==> src/lsd_pkg.sv <==
// Purpose: Shared constants and types of the serial-in LED sink driver
// Assumes: Serial pins arrive asynchronous to mclk
// Notes: Latch bit n drives sink n; one turns the sink on
package lsd_pkg;

	localparam int LSD_WIDTH = 16;
	localparam int LSD_SYNC_STAGES = 2;
	localparam logic [LSD_WIDTH-1:0] LSD_ZERO = 16'h0000;
	localparam logic LSD_LOW = 1'b0;
	localparam logic LSD_HIGH = 1'b1;

	// Serial interface pins after synchronisation
	typedef struct packed {
		logic ser_clk;
		logic ser_in;
		logic latch_load;
		logic out_gate_n;
	} lsd_pins_s;

	localparam int LSD_PIN_BITS = $bits(lsd_pins_s);
	localparam lsd_pins_s LSD_PINS_RST = '{
		ser_clk: LSD_LOW, ser_in: LSD_LOW, latch_load: LSD_LOW, out_gate_n: LSD_HIGH};

	// Whole state of the driver
	typedef struct packed {
		logic clk_prev;
		logic [LSD_WIDTH-1:0] shift;
		logic [LSD_WIDTH-1:0] latch;
		logic ser_out;
		logic [LSD_WIDTH-1:0] sink_oe;
		logic [LSD_WIDTH-1:0] sink_o;
	} lsd_state_s;

	localparam lsd_state_s LSD_STATE_RST = '{
		clk_prev: LSD_LOW, shift: LSD_ZERO, latch: LSD_ZERO, ser_out: LSD_LOW,
		sink_oe: LSD_ZERO, sink_o: LSD_ZERO};

endpackage

==> src/lsd_sync.sv <==
// Purpose: Two-flop synchroniser for a group of asynchronous pins
// Assumes: Each bit is an independent level
// Notes: Only the second stage is visible outside
`timescale 1ns/1ps
module lsd_sync #(
	parameter int W = 4,
	parameter logic [W-1:0] RST_VAL = '0
) (
	// Clock and reset
	input wire logic clk,
	input wire logic rst_n,
	// Pins in and synchronised levels out
	input wire logic [W-1:0] async_in,
	output logic [W-1:0] sync_out
);

	logic [W-1:0] meta_q;

	always_ff @(posedge clk or negedge rst_n) begin
		if (!rst_n) begin
			meta_q <= RST_VAL;
			sync_out <= RST_VAL;
		end else begin
			meta_q <= async_in;
			sync_out <= meta_q;
		end
	end

endmodule

==> src/lsd_driver.sv <==
// Purpose: Shift register, output latch and gated open-drain sinks of an LED driver
// Assumes: mclk at 25 MHz, serial clock far slower and sampled on mclk
// Notes: Hold ser_clk low through reset so no false edge is seen
// Notes: Latch copy lags the shift register by one mclk while load is high
// Functional notes
// - Each serial clock rise shifts the serial input into a 16-bit register.
// - Register advances only on serial clock rise; host presents bits then.
// - While latch load is high, the latch follows the shift register.
// - Latch load falling captures the shift value; held while low.
// - Gate high releases all sinks; latch contents stay unchanged.
// - Gate low lets each sink follow its latch bit.
// - Serial output shows the last shift stage, updated on each rise.
// - Sixteen independent open-drain sinks, one per latch bit.
// - Words arrive first_bit first, last_bit last, sixteen bits each.
// - Serial input appears at serial output sixteen clocks later.
// - Gate level never affects shifting or latching.
// - At power-up latches are clear so all sinks are off.
`timescale 1ns/1ps
module lsd_driver
	import lsd_pkg::*;
#(
	parameter int WIDTH = LSD_WIDTH
) (
	// Clock and reset
	input wire logic mclk,
	input wire logic nrst,
	// Serial interface pins
	input wire logic ser_clk,
	input wire logic ser_in,
	input wire logic latch_load,
	input wire logic out_gate_n,
	output logic ser_out,
	// Open-drain LED sinks
	output logic [WIDTH-1:0] led_sink_o,
	output logic [WIDTH-1:0] led_sink_oe
);

	// Refuse widths the packed state cannot hold
	if (WIDTH != LSD_WIDTH) begin : g_width_check
		$error("lsd_driver supports only the documented width");
	end

	localparam int TOP = WIDTH - 1;

	// Edge decode shared by the update logic and the checks
	function automatic logic rose_now(input logic cur, input logic prev);
		return cur && !prev;
	endfunction

	// Gate pin is active low; high releases every sink
	function automatic logic gate_open(input logic gate_n);
		return !gate_n;
	endfunction

	lsd_pins_s pins_in;
	lsd_pins_s pins_s;
	lsd_state_s st_q;
	lsd_state_s st_d;
	logic clk_rise;
	wire logic [WIDTH-1:0] shift_nx;
	wire logic [WIDTH-1:0] sink_on;

	assign pins_in = '{ser_clk: ser_clk, ser_in: ser_in, latch_load: latch_load,
		out_gate_n: out_gate_n};

	lsd_sync #(
		.W(LSD_PIN_BITS),
		.RST_VAL(LSD_PINS_RST)
	) u_sync (
		.clk(mclk),
		.rst_n(nrst),
		.async_in(pins_in),
		.sync_out(pins_s)
	);

	assign clk_rise = rose_now(pins_s.ser_clk, st_q.clk_prev);

	// Next shift value: first_bit enters stage 0 and climbs toward the top
	assign shift_nx[0] = pins_s.ser_in;
	for (genvar s = 1; s < WIDTH; s++) begin : g_stage
		assign shift_nx[s] = st_q.shift[s-1];

	end

	// One enable per sink: latch bit n under the active-low gate
	for (genvar n = 0; n < WIDTH; n++) begin : g_sink
		assign sink_on[n] = st_q.latch[n] && gate_open(pins_s.out_gate_n);

	end

	always_comb begin
		st_d = st_q;
		st_d.clk_prev = pins_s.ser_clk;
		// Shift toward the top so the first bit ends in the top stage
		if (clk_rise) begin
			st_d.shift = shift_nx;
		end
		st_d.ser_out = st_q.shift[WIDTH-1];
		// Transparent while high, frozen while low
		if (pins_s.latch_load) begin
			st_d.latch = st_q.shift;
		end
		st_d.sink_oe = sink_on;
		st_d.sink_o = LSD_ZERO;
	end

	always_ff @(posedge mclk or negedge nrst) begin
		if (!nrst) begin
			st_q <= LSD_STATE_RST;
		end else begin
			st_q <= st_d;
		end
	end

	assign ser_out = st_q.ser_out;
	assign led_sink_o = st_q.sink_o;
	assign led_sink_oe = st_q.sink_oe;
endmodule

==> config.mk <==
export PLATFORM = sky130hd
export DESIGN_NAME = lsd_driver
export DESIGN_NICKNAME = d
export VERILOG_FILES = /design/src/lsd_pkg.sv /design/src/lsd_sync.sv /design/src/lsd_driver.sv
export SDC_FILE = /design/constraint.sdc
export NUM_CORES = 1
export LEC_CHECK = 0
export BUFFER_PORTS_ARGS = -buffer_cell sky130_fd_sc_hd__buf_2
export CORE_ASPECT_RATIO = 0.5
export CORE_UTILIZATION = 54
export DETAILED_ROUTE_END_ITERATION = 6
export PLACE_DENSITY = 0.73
export SYNTH_ARGS = -nofsm -noshare
export SYNTH_HDL_FRONTEND = slang
export SYNTH_SLANG_ARGS = --single-unit
==> constraint.sdc <==
create_clock -name mclk -period 1.8 [get_ports mclk]
set_clock_uncertainty 0.2 [all_clocks]
set_input_delay 0.36 -clock mclk [delete_from_list [all_inputs] [get_ports mclk]]
set_output_delay 0.36 -clock mclk [all_outputs]
set_load 0.005 [all_outputs]
# [Word level (Yosys, flattened, before mapping)]
# Index checks and enable logic that the tools add are counted.
[word_totals] ff_bits=58 inputBits=6
[op_classes] n_reduce_logical=19
[ops] cell="logical AND 1 bit" count=17
[ops] cell="zero test 1 bit" count=2

# [Logic depth before layout (Yosys ltp)]
# Gate-level depths: netlist of run 1.
[depth] ltp_word=2 ltp_mapped=4 mapped_depth_nobuf=2

# [Hierarchy]
# A second synthesis of run 1 with hierarchy kept.
[unflattened] hier_cells=145 area_unflattened_um2=2257.2
[by_module_without_submodules] module="lsd_driver" seq_area_each_um2=1251.2 instances=1 area_per_inst_um2=2054.5 cells_each=137
[by_module_without_submodules] module="lsd_sync" seq_area_each_um2=202.7 instances=1 area_per_inst_um2=202.7 cells_each=8

# [Worst setup path before layout of run 1]
# Ideal clock, no wire load.
[synth_path] kind="register -> register" startpoint="reg st_q[65] (netlist bit)" endpoint="reg st_q (netlist bit shift_nx[10])" required_ns=1.475 path_slack_ns=0.448 arrival_time_ns=1.027 path_stages_with_launch=5 synth_period_minus_slack_ns=1.352 path_cell_list="dfrtp_1 nor2b_4 buf_6 buf_12 mux2_4"
[synth_via] elab_chain_len=2
[synth_lines] element="start, declared" line_no="lsd_driver.sv:57" source="lsd_state_s st_q;"
[synth_lines] element="start signal, assigned" line_no="lsd_driver.sv:111" source="st_q <= st_d;"
[synth_lines] element="zero test 1 bit" line_no="lsd_driver.sv:47" source="return cur && !prev;"
[synth_lines] element="logical AND 1 bit" line_no="lsd_driver.sv:47"
# No other way between the ends.
# A chain may end at the register's enable or synchronous reset.

# [Final worst setup path of run 1]
[layout_path] startpoint="reg st_q[65] (netlist bit)" endpoint="reg st_q (netlist bit shift_nx[4])"
# Same word-level chain as after synthesis.

==> summary.txt, run 1 <==
Clock tree
  – Root buf cell: clkbuf_8
  – H-Tree Depth: 3
  – CTS tree: done
  – Num CTS Buffers: 9
  – Post-cts resize count: 0
  – CTS sink cnt: 58
  – Clk Latency, worst-skew pair: 330 ps
  – Deepest clock path buffer count: 2
  – Clock transition at path regs: approximately 60 ps

Global routing
  – All-Layer GR Usage: 0.147
  – Vias in the first global route: 874
  – Overflow after GRT: 0
  – Largest net degree at the start of global routing: 53
  – Global-route wire length before repair: 4290 um
  – Initial antenna violation count: 0

Synthesis
  – Sequential area share after synthesis: 0.643
  – Mean Syn Cell Area: 15.6 um^2
  – Mapped Cells: 145
  – Synth Register Bits: between 50 and 60
  – Synth warn: 0
  – Yosys cell types: 12
  – Synth top area cells: dfrtp_1 62%, mux2_2 11%, buf_4 11%, mux2_4 6.6%, nor2b_1 4.4%
  – Post-Syn Area: 2260 um^2
  – Post-synth top area cell: dfrtp_1
  – Share of the synthesized area in the top cell type: 0.620

Route
  – Antenna-violating nets left: 0
  – First drt pass iteration count: 4
  – Iter 0 DRT Violations: 36
  – DRC: 0
  – DR vias: just over 1000
  – Via-to-Cell Ratio: 4.51
  – Routed WL per cell: 12.0 um
  – Final WL: approximately 2700 um

Floorplanning
  – Num rows: 16
  – Starting density of the core: 0.570
  – DIE WIDTH: just over 90 um
  – DIE AREA: 4470 um^2
  – I/O pins: 39
  – Die height: 47.8 um
  – Core Region: 3960 um^2

Finish
  – N_diodes: 0
  – Area grow syn2layout: 8.74%
  – Layout cells sized above 1: 0.420
  – NumNets Final: 170

Timing
  – Final setup viols: 0
  – Period minus WS final: 1460 ps
  – Max-slew violations: 0
  – Fin crit share: 0.811
  – Fmax: between 600 and 700 MHz
  – Setup_tns: 0 ps
  – PnR worst setup slack: 340 ps
  – RSZ-0062 raised after global routing: no
  – Final Hold Vio Count: 0

Worst setup path
  – CP max stage cell: dfrtp_1
  – Critical path depth: 3
  – Crit end category: register
  – Max FO, Critical Path: 16
  – Worst R2R Path Depth: 3
  – Setup Crit Path Kind: reg -> reg
  – Largest stage delay, worst path: 400 ps
  – Worst EP required: 1810 ps
  – Element type at the critical path start: register
  – CP Cell Sequence: nor2b_4 > buf_4 > mux2_2
  – Critical path buffers and inverters: 1
  – CP top delay family: flip-flops
  – WP data arrival: 1470 ps

Job
  – Max cap viols: 0

Hold path
  – Hold Path Cell Cnt: 0
  – Hold crit path type: reg -> reg

Power and ir drop
  – LEAKAGE: 1.22 nW
  – Pwr/cell area: 1430 nW/um^2
  – Peak supply drop: roughly 0.80 mV

Outcome
  – Status: finished, final reports clean

Place
  – Pre-CTS WS: 343 ps
  – Post-DP HPWL: 1580 um
  – Gpl congestion: approximately 0.67
  – # port buffers: 22
-- layer usage --
layer,track usage,vias up,wire length (um)
met1,0.178,504,1230
met2,0.203,36,1200
li1,-,459,-
met5,0,-,0
met4,0.0831,0,36
met3,0.0952,7,212
-- power by group --
group          internal [mW]  switching, mW  total (mW)
Combinational          0.421          0.178       0.599
Clock                  0.578          0.440        1.02
Sequential              1.70          0.207        1.91
-- registers in the layout (all words and copies together), names as in the netlist --
register,cells
shift_nx,15
u_sync.sync_out,4
u_sync.meta_q,4
st_d,1
ser_out,1
led_sink_oe,16
st_q,17
-- placed cells by master (no fill, tap or decap) --
master          n
clkbuf_1        5
clkbuf_8       11
mux2_4         10
conb_1         16
nor2b_4         1
nor2b_1        16
dfstp_2         2
mux2_2         22
dlygate4sd3_1   5
buf_12          1
buf_4           2
buf_2          22
dfrtp_1        56
-- repair_timing --
| action | 4_1_cts | 5_1_grt |
|---|---|---|
| endpoints found under the hold margin | 60 | 0 |
| buffers inserted | 0 | 0 |
| hold buffers | 5 | 0 |
-- path summary, 6_finish.rpt --
path	end	startpoint	slack, ps
worst max-delay path	shift_nx[4]	st_q[65]	340
min in group asynchronous	led_sink_oe[11]	nrst	190
worst max register to register	shift_nx[4]	st_q[65]	340
worst min-delay path	u_sync.sync_out[1]	u_sync.meta_q[1]	150
worst min register to register	u_sync.sync_out[1]	u_sync.meta_q[1]	150
max in group asynchronous	u_sync.meta_q[0]	nrst	670
-- cells by family (layout without fill, tap and decap cells) --
| kind of cell | count (synthesis) | count (layout) | share of synthesized area |
|---|---|---|---|
| multiplexers | 32 | 32 | 0.176 |
| other | 1 | 16 | 0.00166 |
| AND/OR/NAND/NOR | 17 | 17 | 0.0504 |
| buffers and inverters | 37 | 46 | 0.129 |
| flip-flops | 58 | 58 | 0.643 |
-- stage by stage --
step                      hold slack [ps]   util  instance area, um^2  std cells  power, mW
final                                 147  0.620                 2460        223       3.52
after global routing                  157  0.620                 2460        223       3.73
after CTS                             148  0.620                 2460        223       3.58
after detailed placement             7.22  0.565                 2240        202       2.53
after global placement               7.15  0.565                 2240        202       2.49
after floorplan                      -136      -                 2320        160       2.45
-- area by class of cell --
type	instances	area [um^2]
flip-flops and latches	58	1450
multi-input cells	65	572
repair buffers	30	195
clock buffers	16	170
fillers	300	1510
well taps	54	67.6
-- synth_stat cells, drive strengths merged --
library cell / number
buf: 36
conb: 1
clkbuf: 1
dfrtp: 56
mux2: 32
dfstp: 2
nor2b: 17
Note: power is estimated with default switching activity, not from simulation.
==> run 2: changes to the inputs <==
--- a/config.mk
+++ b/config.mk
@@ -7,9 +7,9 @@
 export LEC_CHECK = 0
 export BUFFER_PORTS_ARGS = -buffer_cell sky130_fd_sc_hd__buf_2
 export CORE_ASPECT_RATIO = 0.5
-export CORE_UTILIZATION = 54
+export CORE_UTILIZATION = 49
 export DETAILED_ROUTE_END_ITERATION = 6
-export PLACE_DENSITY = 0.73
+export PLACE_DENSITY = 0.7
 export SYNTH_ARGS = -nofsm -noshare
 export SYNTH_HDL_FRONTEND = slang
 export SYNTH_SLANG_ARGS = --single-unit
==> constraint.sdc (replaced) <==
create_clock -name mclk -period 1.3 [get_ports mclk]
set_clock_uncertainty 0.2 [all_clocks]
set_input_delay 0.26 -clock mclk [delete_from_list [all_inputs] [get_ports mclk]]
set_output_delay 0.26 -clock mclk [all_outputs]
set_load 0.005 [all_outputs]
==> run 2 against run 1 <==
Net effect:
- the run now ends with design-rule violations, negative setup slack left
- total power up 38%
- largest cell class unchanged
- global-route usage shrank 1.1 points
- sequential power grew 38%
- critical endpoint is now shift_nx[3]
- sequential share of layout area down 0.71 points
- critical path type unchanged
- highest routed layer unchanged
- largest power group unchanged
- register-to-register slack got worse by 380 ps
- clock power rose by 35%
- routed wire length rose by 3.0%
- hold slack got worse by 0.76 ps
- maximum frequency rose by 8.8%
- flip-flop and latch count stayed put
- non-clock buffer count stayed put
==> summary.txt, run 2 (synthesized netlist as in run 1, its figures left out) <==
Timing
  – Max-slew violations: 0 (unchanged)
  – Final setup viols: 16 (+16)
  – RSZ-0062 raised after global routing: yes
  – Fmax: 745 MHz (+8.8%)
  – Worst hold margin: 146 ps (-0.762 ps)
  – Fin crit share: 1.03 (+0.221)
  – PnR worst setup slack: -41.8 ps (-382 ps)
  – Period minus WS final: 1340 ps (-118 ps)
  – Final Hold Vio Count: 0 (unchanged)

Worst setup path
  – CP startpoint: st_q[65]
  – Worst EP required: 1310 ps (-500 ps)
  – Internal reg-to-reg setup slack: -40 ps (-380 ps)
  – Element type at the critical path start: register
  – Reg-to-reg endpoint: shift_nx[3]
  – Max FO, Critical Path: 16 (unchanged)
  – CP endpoint: shift_nx[3]
  – Setup Crit Path Kind: reg -> reg
  – WP data arrival: 1350 ps (-120 ps)
  – Worst R2R Path Depth: 3 (unchanged)
  – Worst reg2reg startpoint: st_q[65]
  – Crit end category: register

Finish
  – Commonest non-fill, non-tap cell in the layout: dfrtp_1
  – Most frequent cells in the layout: 56 x dfrtp_1, 22 x buf_2, 20 x mux2_2
  – Filler cells: 356 (+19%)
  – Layout cells sized above 1: 0.432 (+0.0118)
  – Area grow syn2layout: 10.1%
  – Final Core Density: 0.563 (-0.0578)
  – Biggest register: st_q
  – Max reg flops: 17 (unchanged)
  – NumNets Final: 170 (unchanged)
  – N_diodes: 0 (unchanged)

Global routing
  – Global-route wire length before repair: 4660 um (+8.5%)
  – Initial antenna violation count: 0 (unchanged)
  – Largest net degree at the start of global routing: 59 (+11%)
  – All-Layer GR Usage: 0.136 (-0.0115)
  – Vias in the first global route: 970 (+11%)
  – Overflow after GRT: 0 (unchanged)

Power and ir drop
  – Switching power: 1.18 mW (+43%)
  – Reg power frac: 0.544 (+0.003)
  – Power Total: 4.86 mW (+38%)
  – Pwr/cell area: 1950 nW/um^2 (+36%)
  – Peak supply drop: 0.799 mV (-0.39%)
  – Clk pwr share: 0.283 (-0.006)
  – LEAKAGE: 1.24 nW (+1.3%)
  – Switching share of power: 0.242 (+0.00786)
  – Power share of the combinational group: 0.173 (+0.003)
  – Internal Pwr Total: 3.69 mW (+37%)

Place
  – Post-DP HPWL: 1610 um (+1.7%)
  – Pre-CTS WS: -64.5 ps (-407 ps)
  – # port buffers: 22 (unchanged)
  – Gpl congestion: 0.676 (+1.6%)

Clock tree
  – Clk Latency, worst-skew pair: 320 ps (about the same)
  – CTS sink cnt: 58 (unchanged)
  – CTS tree: done
  – Num CTS Buffers: 9 (unchanged)
  – H-Tree Depth: 3 (unchanged)
  – Deepest clock path buffer count: 2 (unchanged)
  – Clock transition at path regs: 60 ps (about the same)
  – Root buf cell: clkbuf_8

Floorplanning
  – I/O pins: 39 (unchanged)
  – Starting density of the core: 0.511 (-0.0594)
  – Die height: 50.0 um (+4.8%)
  – DIE WIDTH: 98.1 um (+4.9%)
  – DIE AREA: 4910 um^2 (+9.9%)
  – Core Region: 4420 um^2 (+12%)
  – Num rows: 17 (+1)

Route
  – Via-to-Cell Ratio: 4.45 (-1.3%)
  – DRC: 9 (+9)
  – First drt pass iteration count: 6 (+2)
  – Iter 0 DRT Violations: 39 (+8.3%)
  – Antenna-violating nets left: 0 (unchanged)
  – Final WL: 2750 um (+3.0%)
  – Routed WL per cell: 12.2 um (+1.6%)
  – DR vias: 1006 (unchanged)

Job
  – Max cap viols: 0 (unchanged)

Outcome
  – Failing checks: design-rule violations, negative setup slack
  – Status: complete, but fails checks

Hold path
  – Hold wc startpoint: u_sync.meta_q[2]
  – Hold crit path type: reg -> reg
run 2: changes by cell type in the layout (fill, tap and decap cells not counted), sizes merged:
| cell | before | now |
|---|---|---|
| clkinv | 0 | 3 |
| clkbuf | 16 | 13 |
run 2: repair_timing:
item                       in CTS  in global routing
gates cloned                    0                  0
resized for setup               1                  1
hold buffers                    5                  0
buffers inserted                0                  0
setup endpoints to repair      15                 20
hold endpoints to repair       60                  0
pin swaps                       0                  0
run 2: how the worst min path moves through the flow:
| stage | endpoint | slack (ps) | depth (start not counted) |
|---|---|---|---|
| floorplan | led_sink_oe[0] | -240 | 0 |
| global placement | led_sink_oe[7] | 80 | 2 |
| detailed placement | led_sink_oe[7] | 90 | 2 |
| CTS | u_sync.sync_out[2] | 150 | 0 |
| global route | u_sync.sync_out[2] | 150 | 0 |
| finish | u_sync.sync_out[2] | 150 | 0 |
run 2: per-layer routing:
metal	part of all wire	GRT usage	wire length (um)
met1	0.47	0.159	1280
met2	0.45	0.201	1250
met3	0.056	0.0596	154
met4	0.024	0.0985	65
met5	0	0	0
run 2: worst max-delay path, stage by stage (launching register included):
cell and delay [ps]:
dfrtp_1 390, nor2b_4 130, buf_12 170, mux2_2 340
run 2: cell type report:
| class | count | area (um^2) | area share |
|---|---|---|---|
| clock buffers | 13 | 149 | 0.0598 |
| clock inverters | 3 | 15.0 | 0.00603 |
| multi-input cells | 65 | 579 | 0.233 |
| flip-flops and latches | 58 | 1450 | 0.584 |
| well taps | 57 | 71.3 | 0.0287 |
| repair buffers | 30 | 220 | 0.0885 |
run 2: stage by stage:
stage | setup TNS [ps] | cell area (um^2) | std cells
2_1_floorplan | -518 | 2320 | 160
3_3_place_gp | -149 | 2270 | 205
3_5_place_dp | -356 | 2270 | 205
4_1_cts | -283 | 2480 | 226
5_1_grt | -805 | 2490 | 226
6_report | -240 | 2490 | 226
run 2: power groups by stage:
stage	combinational [mW]	clock (mW)	sequential (mW)
finish	0.842	1.38	2.64
global route	0.925	1.50	2.72
CTS	0.852	1.43	2.65
detailed placement	0.835	0	2.67
floorplan	0.814	0	2.57
global placement	0.806	0	2.65
==> run 3: changes to the inputs <==
--- a/config.mk
+++ b/config.mk
@@ -6,7 +6,7 @@
 export NUM_CORES = 1
 export LEC_CHECK = 0
 export BUFFER_PORTS_ARGS = -buffer_cell sky130_fd_sc_hd__buf_2
-export CORE_ASPECT_RATIO = 0.5
+export CORE_ASPECT_RATIO = 0.9
 export CORE_UTILIZATION = 49
 export DETAILED_ROUTE_END_ITERATION = 6
 export PLACE_DENSITY = 0.7
==> run 3 against run 2 <==
Net effect:
- the flow finishes with violations (negative setup slack)
- flip-flop and latch count stayed put
- via count is 1.8% higher
- register-to-register slack hardly changed
- combinational power is 6.3% higher
- clock-buffer cell count is 1 higher
- worst setup slack worse by 6.8 ps
- non-clock buffer count is 6 higher
- die area is 0.33% lower
- final cell count is 4.9% higher
- hold slack better by 1.8 ps
==> summary.txt, run 3 (synthesized netlist as in run 1, its figures left out) <==
Route
  – Iter 0 DRT Violations: 26 (-33%)
  – First drt pass iteration count: 4 (-2)
  – Antenna-violating nets left: 0 (unchanged)
  – DR vias: 1024 (+1.8%)
  – Routed WL per cell: 12.3 um (+0.76%)
  – Via-to-Cell Ratio: 4.32 (-2.9%)
  – Final WL: 2910 um (+5.7%)
  – DRC: 0 (-9)

Worst setup path
  – CP max stage cell: dfrtp_1
  – Worst R2R Path Depth: 3 (unchanged)
  – Setup Crit Path Kind: reg -> reg
  – Worst EP required: 1310 ps (about the same)
  – CP startpoint: u_sync.sync_out[3]
  – WP data arrival: 1360 ps (about the same)
  – Critical path buffers and inverters: 1 (unchanged)
  – Largest stage delay, worst path: 360 ps (-30 ps)
  – Critical path depth: 3 (unchanged)
  – CP Cell Sequence: nor2b_4 > buf_12 > mux2_4
  – Element type at the critical path start: register
  – CP endpoint: shift_nx[7]
  – Internal reg-to-reg setup slack: -50 ps (about the same)
  – Max FO, Critical Path: 9 (-7)
  – Reg-to-reg endpoint: shift_nx[7]
  – Worst reg2reg startpoint: u_sync.sync_out[3]
  – CP top delay family: flip-flops
  – Crit end category: register

Finish
  – Commonest non-fill, non-tap cell in the layout: dfrtp_1
  – Most frequent cells in the layout: 56 x dfrtp_1, 22 x buf_2
  – NumNets Final: 176 (+3.5%)
  – Max reg flops: 17 (unchanged)
  – Non-filler cells, final: 237 (+4.9%)
  – Biggest register: st_q
  – Area grow syn2layout: 13.3%
  – N_diodes: 0 (unchanged)
  – Filler cells: 358 (+0.56%)
  – Layout cells sized above 1: 0.457 (+0.0252)

Timing
  – Fin crit share: 1.04 (+0.00521)
  – Period minus WS final: 1350 ps (+6.78 ps)
  – Fmax: 742 MHz (-0.50%)
  – Setup_tns: -613 ps (-373 ps)
  – Max-slew violations: 0 (unchanged)
  – Final setup viols: 16 (unchanged)
  – PnR worst setup slack: -48.5 ps (-6.78 ps)
  – Final Hold Vio Count: 0 (unchanged)
  – RSZ-0062 raised after global routing: yes

Clock tree
  – Root buf cell: clkbuf_8
  – Deepest clock path buffer count: 2 (unchanged)
  – H-Tree Depth: 3 (unchanged)
  – Clk Latency, worst-skew pair: 320 ps (about the same)
  – CTS tree: done
  – Num CTS Buffers: 9 (unchanged)
  – Clock transition at path regs: 60 ps (about the same)
  – CTS sink cnt: 58 (unchanged)

Floorplanning
  – Num rows: 23 (+6)
  – Core Region: 4430 um^2 (+0.17%)
  – Starting density of the core: 0.510 (-0.000866)
  – Die height: 66.4 um (+33%)
  – I/O pins: 39 (unchanged)
  – DIE WIDTH: 73.6 um (-25%)
  – DIE AREA: 4890 um^2 (-0.33%)

Outcome
  – Status: complete, but fails checks
  – Failing checks: negative setup slack

Global routing
  – Overflow after GRT: 0 (unchanged)
  – Vias in the first global route: 966 (-0.41%)
  – Global-route wire length before repair: 4690 um (+0.75%)
  – Largest net degree at the start of global routing: 17 (-71%)
  – All-Layer GR Usage: 0.142 (+0.00668)
  – Initial antenna violation count: 0 (unchanged)

Place
  – # port buffers: 22 (unchanged)
  – Gpl congestion: 0.677 (+0.10%)
  – Dpl cells: 215 (+4.9%)
  – Post-DP HPWL: 1890 um (+18%)

Job
  – Max cap viols: 0 (unchanged)

Power and ir drop
  – LEAKAGE: 1.29 nW (+3.8%)
  – Pwr/cell area: 1960 nW/um^2 (+0.25%)
  – Peak supply drop: 0.840 mV (+5.1%)

Hold path
  – Hold crit path type: in -> async
## run 3: cell count changes in the layout (fill, tap and decap cells not counted)
cell      before  now
buf_4          0    7
clkbuf_8      10   12
mux2_4        12   16
buf_12         3    2
mux2_2        20   16
clkinv_2       3    2
clkbuf_1       3    2
## run 3: power breakdown
group          switching, mW  leakage (nW)  internal, mW
combinational          0.262         0.463         0.633
clock                  0.628        0.0965         0.842
sequential             0.299         0.729          2.35
total                   1.19          1.29          3.83
## run 3: what timing repair did
| action | in CTS | in global routing |
|---|---|---|
| pin swaps | 0 | 0 |
| endpoints found under the hold margin | 62 | 0 |
| resized for setup | 6 | 0 |
| setup buffers | 0 | 1 |
| hold buffers | 5 | 0 |
| endpoints found under the setup margin | 17 | 21 |
## run 3: final cells by class
cell class                 count  area [um^2]  share of cell area
clock inverter                 2         10.0             0.00391
sequential                    58         1450               0.568
timing repair buffer          36          253              0.0987
tap                           62         77.6              0.0303
clock buffer                  14          173              0.0674
multi-input combinational     65          594               0.232
## run 3: how the worst min path moves through the flow
stage	from	endpoint	slack, ps
after CTS	nrst	st_q[45]	140
after global routing	u_sync.meta_q[0]	u_sync.sync_out[0]	160
after floorplan	nrst	led_sink_oe[0]	-240
final	nrst	st_q[45]	150
after global placement	nrst	led_sink_oe[11]	-40
after detailed placement	nrst	led_sink_oe[10]	-40
## run 3: worst register-to-register path: stages (launching register included)
cell     delay (ps)
dfrtp_1         360
nor2b_4         220
buf_12          160
mux2_4          300
## run 3: routing by layer
metal  routed length [um]  GRT usage
met1                 1350      0.172
met3                  152     0.0686
met5                    0          0
met2                 1360      0.201
met4                   52     0.0938
## run 3: metrics by stage
step                setup WS [ps]  utilization  instance area (um^2)  power [mW]  hold slack [ps]
global placement            -23.5        0.519                  2300        3.47            -41.2
detailed placement          -57.2        0.519                  2300        3.52            -39.1
CTS                         -57.0        0.576                  2550        5.07              140
finish                      -48.5        0.578                  2560        5.02              148
floorplan                   -51.8            -                  2320        3.39             -236
global route                -84.1        0.578                  2560        5.29              162
